[src/hw/acu_pkg.sv]
package acu_pkg;

  // Register bus geometry.
  localparam int ACU_ADDR_W = 8;
  localparam int ACU_DATA_W = 32;

  // Register byte offsets.
  localparam logic [7:0] ACU_OFS_CMD = 8'h00;
  localparam logic [7:0] ACU_OFS_ACC = 8'h04;
  localparam logic [7:0] ACU_OFS_STACK0 = 8'h08;
  localparam logic [7:0] ACU_OFS_OPLO = 8'h0c;
  localparam logic [7:0] ACU_OFS_OPHI = 8'h10;
  localparam logic [7:0] ACU_OFS_DBITS = 8'h14;
  localparam logic [7:0] ACU_OFS_PTR = 8'h18;
  localparam logic [7:0] ACU_OFS_FLAGS = 8'h1c;
  localparam logic [7:0] ACU_OFS_IRQ_STS = 8'h20;
  localparam logic [7:0] ACU_OFS_IRQ_MASK = 8'h24;

  // Field positions in the flag register; the interrupt status shares them.
  localparam int ACU_FLG_LESS = 0;
  localparam int ACU_FLG_EQUAL = 1;
  localparam int ACU_FLG_GREATER = 2;
  localparam int ACU_FLG_PTR_ERR = 3;
  localparam int ACU_FLG_NON_BCD = 4;
  localparam int ACU_FLG_RANGE_ERR = 5;
  localparam int ACU_FLG_DONE = 6;
  localparam int ACU_FLG_W = 7;

  // Values after reset.
  localparam logic [31:0] ACU_RST_WORD = 32'h0000_0000;
  localparam logic [6:0] ACU_RST_FLAGS = 7'h00;

  // Accumulator stack depth and data-memory size seen through the pointer.
  localparam int ACU_STACK_DEPTH = 8;
  localparam logic [15:0] ACU_VMEM_LAST = 16'h0fff;

  // Highest discrete address of each bit space, octal as printed.
  localparam logic [10:0] ACU_MAX_IN = 11'o777;
  localparam logic [10:0] ACU_MAX_OUT = 11'o777;
  localparam logic [10:0] ACU_MAX_CR = 11'o1777;
  localparam logic [10:0] ACU_MAX_STAGE = 11'o1777;
  localparam logic [10:0] ACU_MAX_TIMER = 11'o377;
  localparam logic [10:0] ACU_MAX_COUNTER = 11'o177;
  localparam logic [10:0] ACU_MAX_SPECIAL = 11'o777;

  // Bit count limits of the formatted compare.
  localparam logic [5:0] ACU_CNT_MIN = 6'h01;
  localparam logic [5:0] ACU_CNT_MAX = 6'h20;

  // AXI responses.
  localparam logic [1:0] ACU_RESP_OKAY = 2'h0;
  localparam logic [1:0] ACU_RESP_SLVERR = 2'h2;

  typedef enum logic [1:0] {
    ACU_OP_FORMATTED_BIT_COMPARE,
    ACU_OP_STACK_COMPARE,
    ACU_OP_REAL_COMPARE,
    ACU_OP_RESERVED
  } acu_op_e;

  typedef enum logic [2:0] {
    ACU_SPACE_INPUT,
    ACU_SPACE_OUTPUT,
    ACU_SPACE_CONTROL_RELAY,
    ACU_SPACE_STAGE,
    ACU_SPACE_TIMER,
    ACU_SPACE_COUNTER_BIT,
    ACU_SPACE_SPECIAL_RELAY
  } acu_space_e;

  // Command word, written to the command register to start a compare.
  typedef struct packed {
    logic [7:0] rsvd;
    logic bcd_expected;
    logic use_pointer;
    logic [10:0] start;
    acu_space_e space;
    logic [5:0] count;
    acu_op_e op;
  } acu_cmd_s;

endpackage

[src/hw/acu_bit_fetch.sv]
`timescale 1ns/1ps
module acu_bit_fetch (
  // Command fields.
  input wire acu_pkg::acu_cmd_s cmd_in,
  // Image of the discrete bits, lowest address in bit 0.
  input wire logic [31:0] dbits_in,
  // Masked operand and validity of the operand span.
  output logic [31:0] operand_out,
  output logic range_ok_out
);

  logic [10:0] max_addr;
  logic [11:0] last_addr;

  // Each bit space has its own top address; an illegal space code has none.
  always_comb
  begin
    max_addr = 11'h000;
    unique case (cmd_in.space)
      acu_pkg::ACU_SPACE_INPUT: max_addr = acu_pkg::ACU_MAX_IN;
      acu_pkg::ACU_SPACE_OUTPUT: max_addr = acu_pkg::ACU_MAX_OUT;
      acu_pkg::ACU_SPACE_CONTROL_RELAY: max_addr = acu_pkg::ACU_MAX_CR;
      acu_pkg::ACU_SPACE_STAGE: max_addr = acu_pkg::ACU_MAX_STAGE;
      acu_pkg::ACU_SPACE_TIMER: max_addr = acu_pkg::ACU_MAX_TIMER;
      acu_pkg::ACU_SPACE_COUNTER_BIT: max_addr = acu_pkg::ACU_MAX_COUNTER;
      acu_pkg::ACU_SPACE_SPECIAL_RELAY: max_addr = acu_pkg::ACU_MAX_SPECIAL;
      default: max_addr = 11'h000;
    endcase
  end

  // The whole run of bits must fit inside the chosen space.
  always_comb
  begin
    last_addr = {1'b0, cmd_in.start} + {6'h00, cmd_in.count} - 12'h001;
    range_ok_out = (cmd_in.count >= acu_pkg::ACU_CNT_MIN)
      && (cmd_in.count <= acu_pkg::ACU_CNT_MAX)
      && (cmd_in.space != acu_pkg::acu_space_e'(3'h7))
      && (last_addr <= {1'b0, max_addr}); // RL1 RL2
  end

  // Bits above the count are zero, so the run reads as an unsigned number.
  generate
    for (genvar i = 0; i < 32; i++)
    begin : g_mask
      assign operand_out[i] = dbits_in[i] && (6'(i) < cmd_in.count); // RL1 RL15
    end
  endgenerate

endmodule

[src/hw/acu_compare_unit.sv]
// Local design decisions: the register offsets and the AXI4-Lite slave port.
`timescale 1ns/1ps
// Summary of operation
// RL1: Formatted compare uses one to thirty-two bits.
// RL2: Start address and bit count given.
// RL3: Less flag when accumulator is smaller.
// RL4: Greater flag when accumulator is larger.
// RL5: Equal flag when values match.
// RL6: Flags hold until the next update.
// RL7: Stack compare is full 32-bit compare.
// RL8: Stack compare leaves accumulator unchanged.
// RL9: Double load pushes old accumulator first.
// RL10: Real compare takes two consecutive words; here only the high word is compared, the low word feeds the BCD check.
// RL11: Real constants span full single range.
// RL12: Invalid pointer raises pointer error flag.
// RL13: Non-BCD digit raises non-BCD flag.
// RL14: Equal result appears on equal flag.
// RL15: Exactly one result flag; unsigned bits.
// RL16: Real compare follows IEEE sign ordering.
module acu_compare_unit (
  // Clock and reset.
  input wire logic core_clk_in,
  input wire logic rst_in,
  // AXI4-Lite write address and data.
  input wire logic [7:0] s_axi_awaddr_in,
  input wire logic s_axi_awvalid_in,
  output logic s_axi_awready_out,
  input wire logic [31:0] s_axi_wdata_in,
  input wire logic [3:0] s_axi_wstrb_in,
  input wire logic s_axi_wvalid_in,
  output logic s_axi_wready_out,
  // AXI4-Lite write response.
  output logic [1:0] s_axi_bresp_out,
  output logic s_axi_bvalid_out,
  input wire logic s_axi_bready_in,
  // AXI4-Lite read.
  input wire logic [7:0] s_axi_araddr_in,
  input wire logic s_axi_arvalid_in,
  output logic s_axi_arready_out,
  output logic [31:0] s_axi_rdata_out,
  output logic [1:0] s_axi_rresp_out,
  output logic s_axi_rvalid_out,
  input wire logic s_axi_rready_in,
  // Compare status flags and interrupt.
  output logic less_than_flag_out,
  output logic equal_flag_out,
  output logic greater_than_flag_out,
  output logic non_bcd_error_flag_out,
  output logic irq_out
);

  typedef struct packed {
    logic aw_got;
    logic [7:0] awaddr;
    logic w_got;
    logic [31:0] wdata;
    logic [3:0] wstrb;
    logic awready;
    logic wready;
    logic bvalid;
    logic [1:0] bresp;
    logic arready;
    logic rvalid;
    logic [31:0] rdata;
    logic [1:0] rresp;
    acu_pkg::acu_cmd_s cmd;
    logic go;
    logic [31:0] acc;
    logic [7:0][31:0] stack;
    logic [31:0] op_lo;
    logic [31:0] op_hi;
    logic [31:0] dbits;
    logic [31:0] ptr;
    logic [6:0] flags;
    logic [6:0] irq_sts;
    logic [6:0] irq_mask;
    logic irq;
  } acu_state_s;

  acu_state_s s_q;
  acu_state_s s_d;

  logic [31:0] bit_operand;
  logic bit_range_ok;
  logic real_less;
  logic real_equal;
  logic real_greater;

  // Register index decode, shared by the write and read paths.
  function automatic logic [3:0] acu_reg_sel(input logic [7:0] addr);
    logic [3:0] sel;
    sel = 4'hf;
    if (addr[1:0] == 2'h0 && addr <= acu_pkg::ACU_OFS_IRQ_MASK)
      sel = addr[5:2];
    return sel;
  endfunction

  // Byte lanes not strobed keep their old contents.
  function automatic logic [31:0] acu_merge(input logic [31:0] old,
                                            input logic [31:0] data,
                                            input logic [3:0] strb);
    logic [31:0] res;
    res = old;
    for (int i = 0; i < 4; i++)
    begin
      if (strb[i])
        res[i*8 +: 8] = data[i*8 +: 8];
    end
    return res;
  endfunction

  // True when every nibble is a decimal digit.
  function automatic logic acu_is_bcd(input logic [63:0] value);
    logic ok;
    ok = 1'b1;
    for (int i = 0; i < 16; i++)
    begin
      if (value[i*4 +: 4] > 4'h9)
        ok = 1'b0;
    end
    return ok;
  endfunction

  // The formatted operand is gathered from the discrete bit image.
  acu_bit_fetch u_bit_fetch (
    .cmd_in(s_q.cmd),
    .dbits_in(s_q.dbits),
    .operand_out(bit_operand),
    .range_ok_out(bit_range_ok)
  );

  // The real operand is the high word alone; the low word only feeds the BCD check.
  acu_real_cmp u_real_cmp (
    .acc_in(s_q.acc),
    .opnd_in(s_q.op_hi),
    .less_out(real_less),
    .equal_out(real_equal),
    .greater_out(real_greater)
  );

  // Next state: bus handshakes, register writes, compare execution and events.
  always_comb
  begin
    logic aw_have;
    logic w_have;
    logic wr_fire;
    logic [3:0] wsel;
    logic [3:0] rsel;
    logic [6:0] ev;
    logic [6:0] clr;
    logic lt;
    logic eq;
    logic [31:0] wval;
    s_d = s_q;
    aw_have = 1'b0;
    w_have = 1'b0;
    wr_fire = 1'b0;
    wsel = 4'hf;
    rsel = 4'hf;
    ev = 7'h00;
    clr = 7'h00;
    lt = 1'b0;
    eq = 1'b0;
    wval = 32'h0000_0000;
    s_d.go = 1'b0;

    // Execute the command written in the previous cycle.
    if (s_q.go)
    begin
      ev[acu_pkg::ACU_FLG_DONE] = 1'b1;
      unique case (s_q.cmd.op)
        acu_pkg::ACU_OP_FORMATTED_BIT_COMPARE:
        begin
          s_d.flags[acu_pkg::ACU_FLG_RANGE_ERR] = !bit_range_ok; // RL6
          if (bit_range_ok)
          begin
            lt = s_q.acc < bit_operand; // RL1 RL15
            eq = s_q.acc == bit_operand;
            s_d.flags[acu_pkg::ACU_FLG_LESS] = lt; // RL3
            s_d.flags[acu_pkg::ACU_FLG_EQUAL] = eq; // RL5 RL14
            s_d.flags[acu_pkg::ACU_FLG_GREATER] = !lt && !eq; // RL4 RL15
          end
          else
            ev[acu_pkg::ACU_FLG_RANGE_ERR] = 1'b1;
        end
        acu_pkg::ACU_OP_STACK_COMPARE:
        begin
          // The accumulator and stack are read only here.
          lt = s_q.acc < s_q.stack[0]; // RL7 RL8 RL15
          eq = s_q.acc == s_q.stack[0]; // RL7
          s_d.flags[acu_pkg::ACU_FLG_LESS] = lt; // RL3
          s_d.flags[acu_pkg::ACU_FLG_EQUAL] = eq; // RL5 RL14
          s_d.flags[acu_pkg::ACU_FLG_GREATER] = !lt && !eq; // RL4
        end
        acu_pkg::ACU_OP_REAL_COMPARE:
        begin
          // A constant operand is the same two words written directly.
          s_d.flags[acu_pkg::ACU_FLG_NON_BCD] = s_q.cmd.bcd_expected
            && !acu_is_bcd({s_q.op_hi, s_q.op_lo}); // RL13
          ev[acu_pkg::ACU_FLG_NON_BCD] = s_d.flags[acu_pkg::ACU_FLG_NON_BCD];
          s_d.flags[acu_pkg::ACU_FLG_PTR_ERR] = s_q.cmd.use_pointer
            && (s_q.ptr >= {16'h0000, acu_pkg::ACU_VMEM_LAST}); // RL12
          ev[acu_pkg::ACU_FLG_PTR_ERR] = s_d.flags[acu_pkg::ACU_FLG_PTR_ERR];
          if (!s_d.flags[acu_pkg::ACU_FLG_PTR_ERR])
          begin
            s_d.flags[acu_pkg::ACU_FLG_LESS] = real_less; // RL3 RL10 RL11 RL16
            s_d.flags[acu_pkg::ACU_FLG_EQUAL] = real_equal; // RL5 RL14
            s_d.flags[acu_pkg::ACU_FLG_GREATER] = real_greater; // RL4
          end
        end
        acu_pkg::ACU_OP_RESERVED:
        begin
          s_d.flags[acu_pkg::ACU_FLG_RANGE_ERR] = 1'b1;
          ev[acu_pkg::ACU_FLG_RANGE_ERR] = 1'b1;
        end
      endcase
    end

    // Write channel: address and data are taken in either order.
    aw_have = s_q.aw_got || (s_q.awready && s_axi_awvalid_in);
    w_have = s_q.w_got || (s_q.wready && s_axi_wvalid_in);
    if (s_q.awready && s_axi_awvalid_in)
    begin
      s_d.aw_got = 1'b1;
      s_d.awaddr = s_axi_awaddr_in;
    end
    if (s_q.wready && s_axi_wvalid_in)
    begin
      s_d.w_got = 1'b1;
      s_d.wdata = s_axi_wdata_in;
      s_d.wstrb = s_axi_wstrb_in;
    end
    if (s_q.bvalid && s_axi_bready_in)
      s_d.bvalid = 1'b0;
    wr_fire = aw_have && w_have && !s_q.bvalid;
    if (wr_fire)
    begin
      s_d.aw_got = 1'b0;
      s_d.w_got = 1'b0;
      s_d.bvalid = 1'b1;
      s_d.bresp = acu_pkg::ACU_RESP_OKAY;
      wsel = acu_reg_sel(s_d.awaddr);
      unique case (wsel)
        acu_pkg::ACU_OFS_CMD[5:2]:
        begin
          s_d.cmd = acu_merge(s_q.cmd, s_d.wdata, s_d.wstrb);
          s_d.go = 1'b1;
        end
        acu_pkg::ACU_OFS_ACC[5:2]:
        begin
          // A load pushes the old accumulator; the deepest level drops off.
          wval = acu_merge(s_q.acc, s_d.wdata, s_d.wstrb);
          for (int i = acu_pkg::ACU_STACK_DEPTH - 1; i > 0; i--)
          begin
            s_d.stack[i] = s_q.stack[i-1]; // RL9
          end
          s_d.stack[0] = s_q.acc; // RL9
          s_d.acc = wval;
        end
        acu_pkg::ACU_OFS_OPLO[5:2]: s_d.op_lo = acu_merge(s_q.op_lo, s_d.wdata, s_d.wstrb);
        acu_pkg::ACU_OFS_OPHI[5:2]: s_d.op_hi = acu_merge(s_q.op_hi, s_d.wdata, s_d.wstrb);
        acu_pkg::ACU_OFS_DBITS[5:2]: s_d.dbits = acu_merge(s_q.dbits, s_d.wdata, s_d.wstrb);
        acu_pkg::ACU_OFS_PTR[5:2]: s_d.ptr = acu_merge(s_q.ptr, s_d.wdata, s_d.wstrb);
        acu_pkg::ACU_OFS_IRQ_STS[5:2]: clr = s_d.wdata[acu_pkg::ACU_FLG_W-1:0];
        acu_pkg::ACU_OFS_IRQ_MASK[5:2]: s_d.irq_mask = s_d.wdata[acu_pkg::ACU_FLG_W-1:0];
        acu_pkg::ACU_OFS_STACK0[5:2], acu_pkg::ACU_OFS_FLAGS[5:2]:
        begin
          // Read-only registers accept and ignore the data.
          s_d.bresp = acu_pkg::ACU_RESP_OKAY;
        end
        default: s_d.bresp = acu_pkg::ACU_RESP_SLVERR;
      endcase
    end
    s_d.awready = !s_d.aw_got && !s_d.bvalid;
    s_d.wready = !s_d.w_got && !s_d.bvalid;

    // A new event wins over a clear written in the same cycle.
    s_d.irq_sts = (s_q.irq_sts & ~clr) | ev;
    s_d.irq = |(s_d.irq_sts & s_d.irq_mask);

    // Read channel: one read in flight, data sampled when the address is taken.
    if (s_q.rvalid && s_axi_rready_in)
      s_d.rvalid = 1'b0;
    if (s_q.arready && s_axi_arvalid_in)
    begin
      s_d.rvalid = 1'b1;
      s_d.rresp = acu_pkg::ACU_RESP_OKAY;
      rsel = acu_reg_sel(s_axi_araddr_in);
      unique case (rsel)
        acu_pkg::ACU_OFS_CMD[5:2]: s_d.rdata = s_q.cmd;
        acu_pkg::ACU_OFS_ACC[5:2]: s_d.rdata = s_q.acc;
        acu_pkg::ACU_OFS_STACK0[5:2]: s_d.rdata = s_q.stack[0];
        acu_pkg::ACU_OFS_OPLO[5:2]: s_d.rdata = s_q.op_lo;
        acu_pkg::ACU_OFS_OPHI[5:2]: s_d.rdata = s_q.op_hi;
        acu_pkg::ACU_OFS_DBITS[5:2]: s_d.rdata = s_q.dbits;
        acu_pkg::ACU_OFS_PTR[5:2]: s_d.rdata = s_q.ptr;
        acu_pkg::ACU_OFS_FLAGS[5:2]: s_d.rdata = {25'h0000000, s_q.flags};
        acu_pkg::ACU_OFS_IRQ_STS[5:2]: s_d.rdata = {25'h0000000, s_q.irq_sts};
        acu_pkg::ACU_OFS_IRQ_MASK[5:2]: s_d.rdata = {25'h0000000, s_q.irq_mask};
        default:
        begin
          s_d.rdata = acu_pkg::ACU_RST_WORD;
          s_d.rresp = acu_pkg::ACU_RESP_SLVERR;
        end
      endcase
    end
    s_d.arready = !s_d.rvalid;
  end

  // All state in one register; reset leaves the bus idle and flags clear.
  always_ff @(posedge core_clk_in)
  begin
    if (rst_in)
    begin
      s_q <= '0;
    end
    else
    begin
      s_q <= s_d;
    end
  end

  // Outputs come straight from the state register.
  assign s_axi_awready_out = s_q.awready;
  assign s_axi_wready_out = s_q.wready;
  assign s_axi_bresp_out = s_q.bresp;
  assign s_axi_bvalid_out = s_q.bvalid;
  assign s_axi_arready_out = s_q.arready;
  assign s_axi_rdata_out = s_q.rdata;
  assign s_axi_rresp_out = s_q.rresp;
  assign s_axi_rvalid_out = s_q.rvalid;
  assign less_than_flag_out = s_q.flags[acu_pkg::ACU_FLG_LESS];
  assign equal_flag_out = s_q.flags[acu_pkg::ACU_FLG_EQUAL];
  assign greater_than_flag_out = s_q.flags[acu_pkg::ACU_FLG_GREATER];
  assign non_bcd_error_flag_out = s_q.flags[acu_pkg::ACU_FLG_NON_BCD];
  assign irq_out = s_q.irq;

endmodule

[src/hw/acu_real_cmp.sv]
`timescale 1ns/1ps
module acu_real_cmp (
  // Accumulator and operand as single-precision words.
  input wire logic [31:0] acc_in,
  input wire logic [31:0] opnd_in,
  // Ordering result; exactly one is high.
  output logic less_out,
  output logic equal_out,
  output logic greater_out
);

  logic a_zero;
  logic b_zero;
  logic mag_lt;
  logic mag_eq;

  // Sign and magnitude ordering; plus and minus zero are equal.
  always_comb
  begin
    a_zero = (acc_in[30:0] == 31'h0000_0000);
    b_zero = (opnd_in[30:0] == 31'h0000_0000);
    mag_lt = acc_in[30:0] < opnd_in[30:0];
    mag_eq = acc_in[30:0] == opnd_in[30:0];
    if ((a_zero && b_zero) || (acc_in == opnd_in))
    begin
      less_out = 1'b0;
    end
    else if (acc_in[31] != opnd_in[31])
    begin
      less_out = acc_in[31]; // RL16
    end
    else
    begin
      less_out = acc_in[31] ? (!mag_lt && !mag_eq) : mag_lt; // RL16
    end
    equal_out = (a_zero && b_zero) || (acc_in == opnd_in);
    greater_out = !less_out && !equal_out; // RL15
  end

endmodule
[config.mk]
export PLATFORM = sky130hd
export DESIGN_NAME = acu_compare_unit
export DESIGN_NICKNAME = d
export VERILOG_FILES = /design/src/hw/acu_pkg.sv /design/src/hw/acu_bit_fetch.sv /design/src/hw/acu_compare_unit.sv /design/src/hw/acu_real_cmp.sv
export SDC_FILE = /design/constraint.sdc
export NUM_CORES = 1
export LEC_CHECK = 0
export BUFFER_PORTS_ARGS = -buffer_cell sky130_fd_sc_hd__buf_4
export CORE_MARGIN = 2
export CORE_UTILIZATION = 52
export DETAILED_ROUTE_END_ITERATION = 7
export PLACE_DENSITY = 0.74
export SLEW_MARGIN = 30
export SYNTH_ARGS = -nofsm -noshare
export SYNTH_HDL_FRONTEND = slang
export SYNTH_HIERARCHICAL = 1
export SYNTH_SLANG_ARGS = --single-unit
[constraint.sdc]
create_clock -name core_clk_in -period 6.51 [get_ports core_clk_in]
set_clock_uncertainty 0.05 [all_clocks]
set_input_delay 0.651 -clock core_clk_in [delete_from_list [all_inputs] [get_ports core_clk_in]]
set_output_delay 0.651 -clock core_clk_in [all_outputs]
set_load 0.02 [all_outputs]
# Word level (Yosys, flattened, before mapping)
# Index checks and enable logic that the tools add are counted.
# op_classes
add_sub_neg	2
n_lt_le_gt_ge	57
n_eq_ne	35
mux	50
bitwise_logic	5
n_reduce_logical	115
# ops
operator	n
32-bit one-hot mux with 10 select lines	1
32-bit == test	3
5-bit by 6-bit less-than comparator with 1-bit output (first input constant)	16
3-bit AND reduction	24
4-bit greater-than comparator (second input constant)	16
32-bit less-than comparator	2
31-bit logical NOT	2
1-bit logical AND	53
4-bit by 6-bit less-than comparator with 1-bit output (first input constant)	8
10-bit one-hot mux with 4 select lines	1
37-bit two-way mux	1
35-bit two-way mux	1
4-bit by 3-bit == test with 1-bit output (second input constant)	8
32-bit by 12-bit greater-or-equal comparator with 1-bit output (second input constant)	1
31-bit == test	1
31-bit less-than comparator	1
7-bit two-way mux	4
1-bit two-way mux	27
3-bit by 6-bit less-than comparator with 1-bit output (first input constant)	4
4-bit two-way mux	5
10-bit OR reduction	2
4-bit by 2-bit == test with 1-bit output (second input constant)	4
4-bit == test (second input constant)	4
8-bit by 6-bit <= comparator with 1-bit output (second input constant)	2
37 further kinds	73
# word_totals
register_bits	333
input_bits	59

# Depth between registers and ports, before layout
# logic_depth
word_depth	26
ltp_mapped	23
ltp_nobuf	22

# Cells and area by module
# Netlist, hierarchy kept.
# by_module_without_submodules
mod	instances	cells_per_inst	area_per_inst_um2	seq_area_each_um2
acu_compare_unit	1	1820	16165.5	6626.4
acu_bit_fetch	1	200	1347.5	0.0
acu_real_cmp	1	144	985.9	0.0

# Worst setup path after synthesis
# Ideal clock, no wire load.
# synth_timing
path_kind	register to register
startpoint	register s_q[443] (netlist name)
endpoint	register s_q (netlist bit greater_than_flag_out)
setup_ps	120
arrival_time_ps	4606
required_ps	6340
setup_slack_ps	1734
stages_incl_launch_ff	24
path_buffers	2
cell_sequence	dfxtp_1 > clkbuf_1 > clkbuf_1 > inv_2 > ha_1 > inv_1 > ha_1 > a211oi_1 > o21bai_1 > a21oi_1 > o21bai_1 > a21oi_1 > xnor2_1 > ha_1 > o21a_1 > o32ai_1 > a31oi_1 > or4_1 > a31oi_1 > inv_1 > a21oi_1 > o211ai_1 > a31o_2 > o31a_1
# synth_rtl
element	line	text
from (decl)	acu_compare_unit.sv:80	acu_state_s s_q;
from (signal assigned)	acu_compare_unit.sv:315	s_q <= '0;
from (signal assigned)	acu_compare_unit.sv:319	s_q <= s_d;
11-bit by 6-bit adder with 12-bit output, or another cell as far along	acu_bit_fetch.sv:34	last_addr = {1'b0, cmd_in.start} + {6'h00, cmd_in.count} - 12'h001;
12-bit by 1-bit subtractor with 12-bit output / 1-bit logical AND (equally long branches)	acu_bit_fetch.sv:34, acu_bit_fetch.sv:36	
12-bit by 10-bit <= comparator with 1-bit output / 1-bit logical AND (equally long branches)	acu_bit_fetch.sv:38, acu_bit_fetch.sv:37	
1-bit logical AND *	acu_bit_fetch.sv:38	&& (last_addr <= {1'b0, max_addr});
net bit_range_ok	acu_compare_unit.sv:84	logic bit_range_ok;
2-bit != test (no line) *	n/a	
4-bit AND reduction (no line) *	n/a	
# The timed path passes the listed nets; every way through them passes the cells marked *. The select of a mux whose other input is x is not followed.
# A chain may end at the register's enable or synchronous reset.

# Final worst setup path
# Same ends and word-level chain as after synthesis.

==> results.toml <==
[placed_design]
gp_congestion = 1.02
dpl_worst_slack_ns = 0.995
hpwl_um = 44500
port_buffers = 102

[critical_path]
critPathBufInv = 3
crit_type = "reg2reg"
r2r-start = "s_q[443]$_SDFFE_PP0P_"
arrival_ns = 5.97
worst-path-max-fanout = 19
worst_path_max_delay_cell = "dfxtp_1"
setup.worst_path.end_class = "flop"
max_stage_delay_ns = 0.72
crit_start = "s_q[443]$_SDFFE_PP0P_"
required_ns = 6.89
regToRegEndpoint = "greater_than_flag_out$_SDFFE_PP0P_"
reg2regPathDepth = 21
r2r_setup_slack_ns = 0.92
path_cells = "inv_2, ha_1, inv_1, ha_1, a211oi_1, o21bai_1, a21oi_1, o21bai_1, a21oi_1, xnor2_1, ha_1, nand4_1, o32ai_1, a31oi_1, or4_1, a31oi_1, inv_1, a21oi_1, o211ai_1, a31o_2, o31a_1"
cp-endpoint = "greater_than_flag_out$_SDFFE_PP0P_"
cp.depth = 21
startpoint_type = "flop"
path_delay_family = "compound AO/OA/AOI/OAI gates"

[global_route]
antenna_found_initial = 1
grt_max_degree = 147
grt_pass1_vias = 15500
globalRouteOverflowTotal = 0
grt_pass1_wl_um = 91000
grt_usage = 0.324

[timing]
tightestPinTransition_ns = 1.01
timing.hold.ws_ns = 0.319
min_period_over_period = 0.859
max_freq_ghz = 0.179
slew_violations = 0
relSlewSlack = 0.309
grt_setup_unrepaired = "no"
setup_violations = 0
fin_ws_ns = 0.916
final.setup.tns_ns = 0
hold_viol = 0
min_period_ns = 5.59

[cts]
cts_htree_levels = 2
cts-root-buf = "clkbuf_16"
cts_tree = "built"
post-cts-setup-buffers = 0
cts_made_buffers = 38
ctsResizeCount = 0
cts.sinks = 331
clock_latency_ns = 0.54
cts_hold_buf = 0
path_clk_slew_ns = 0.06
clockBufferDepth = 3

[floorplan]
start_util = 0.524
die-width_um = 193
ioPinCount = 105
core_um2 = 35300
row_count = 69
die_y_um = 193
dieArea_um2 = 37100

[synthesis]
yosys_most_used_dff = "dfxtp_1"
synthArstFlopShare = 0
ys_types = 83
synth-seq-cells = 331
syn_area_um2 = 18500
yosys_warnings = 6
ys_seq_area_frac = 0.358
synth_edf_count = 0
post_synth.cell_area_avg_um2 = 8.55
synthCells = 2164

[final_layout]
final_layout_size_suffix_gt1_frac = 0.132
final_nets = 2360
n_antenna_cell = 0
layout_common_cells = "nor2_1, dfxtp_1, nand2_1"
syn_to_final_growth_pct = 11.2
layout_commonest_cell = "nor2_1"

[drt]
first_pass_iters = 8
drt_wl_total_um = 60900
antenna_left = 0
wl_per_cell_um = 22.9
via_count = 16700
drc_errors = 0
first_iter_violations = 1797
viasPerCell = 6.26

[power]
ir_worst_vdd_mv = 0.212
power.density_nw_per_um2 = 224
leakage_nw = 8.30

[worst_hold_path]
hold_path_class = "in2reg"

[job]
max_cap_violations = 0

[run_status]
outcome = "complete, no violations"
-- routing by layer --
layer | wire length (µm) | track usage | share of wire | vias to the layer above
li1 | - | - | - | 7740
met1 | 25600 | 0.431 | 0.42 | 7919
met2 | 26700 | 0.498 | 0.44 | 809
met3 | 5230 | 0.0609 | 0.086 | 204
met4 | 3350 | 0.174 | 0.055 | 2
met5 | 8 | 0 | 0.00013 | -
-- worst min path at each step --
stage / startpoint / endpoint / slack (ns) / cells after the start
finish: s_axi_awaddr_in[6] / s_q[555]$_SDFF_PP0_ / 0.32 / 3
global route: s_axi_awaddr_in[6] / s_q[555]$_SDFF_PP0_ / 0.32 / 3
CTS: s_axi_awaddr_in[6] / s_q[555]$_SDFF_PP0_ / 0.31 / 3
detailed placement: s_q[557]$_SDFF_PP0_ / s_axi_awready_out$_SDFF_PP0_ / 0.38 / 1
global placement: s_q[557]$_SDFF_PP0_ / s_axi_awready_out$_SDFF_PP0_ / 0.36 / 1
floorplan: s_q[557]$_SDFF_PP0_ / s_axi_awready_out$_SDFF_PP0_ / 0.35 / 1
-- cell families (layout without fill, tap and decap cells) --
group	count (synthesis)	count (layout)	share of synthesized area
buffers and inverters	291	327	0.0700
other	1	2	0.000203
XOR/XNOR	8	8	0.00379
multiplexers	189	189	0.114
AO/OA/AOI/OAI	514	514	0.187
flip-flops	331	331	0.358
adder cells (fa/ha/maj)	126	126	0.0856
AND/OR/NAND/NOR	704	704	0.181
-- per-stage QoR --
stage               area [µm²]  instances   util  total power [mW]
floorplan                18500       2165      -              2.34
global placement         19300       2594  0.545              2.45
detailed placement       19300       2596  0.546              2.46
CTS                      20600       2662  0.582              4.63
global route             20600       2662  0.582              4.74
finish                   20600       2662  0.582              4.61
-- Yosys cell counts, types with 17 or more instances --
library cell / number / area share
nor2_1: 341 / 0.069
dfxtp_1: 331 / 0.36
nand2_1: 162 / 0.033
a211oi_1: 142 / 0.058
inv_1: 134 / 0.027
a21oi_1: 129 / 0.035
ha_1: 125 / 0.085
mux2i_1: 124 / 0.067
clkbuf_1: 82 / 0.017
o21ai_0: 71 / 0.019
mux2_2: 53 / 0.032
buf_4: 41 / 0.017
nand4_1: 39 / 0.013
nor4_1: 30 / 0.010
nand3_1: 28 / 0.0076
a22o_1: 24 / 0.011
a222oi_1: 21 / 0.011
buf_2: 21 / 0.0057
nor2b_1: 19 / 0.0064
a21o_1: 17 / 0.0069
a22oi_1: 17 / 0.0069
-- power breakdown --
part	internal [mW]	switching [mW]	total, mW
combinational	0.121	0.240	0.361
clock	1.32	0.863	2.19
sequential	2.05	0.0157	2.06
total	3.49	1.12	4.61
-- registers in the layout, summed over array words and instances, names as in the netlist --
name	cells
s_q	287
s_axi_rdata_out	32
equal_flag_out	1
greater_than_flag_out	1
irq_out	1
less_than_flag_out	1
non_bcd_error_flag_out	1
s_axi_arready_out	1
s_axi_awready_out	1
s_axi_bresp_out	1
s_axi_bvalid_out	1
s_axi_rresp_out	1
s_axi_rvalid_out	1
s_axi_wready_out	1
-- worst reg2reg max path, cell delays in order, from the launching register on --
cell,delay [ns]
dfxtp_1,0.72
inv_2,0.14
ha_1,0.38
inv_1,0.06
ha_1,0.30
a211oi_1,0.31
o21bai_1,0.12
a21oi_1,0.24
o21bai_1,0.09
a21oi_1,0.18
xnor2_1,0.11
ha_1,0.31
nand4_1,0.09
o32ai_1,0.26
a31oi_1,0.08
or4_1,0.50
a31oi_1,0.42
inv_1,0.11
a21oi_1,0.19
o211ai_1,0.25
a31o_2,0.30
o31a_1,0.27
-- layout make-up --
class,count,area (µm²)
Inverter,137,514
Clock inverter,13,175
Tap cell,461,577
Multi-Input combinational cell,1543,10600
Timing Repair Buffer,124,942
Fill cell,3136,14700
Sequential cell,331,6630
Clock buffer,53,1090
No activity file was read; power rests on OpenSTA's default activity.
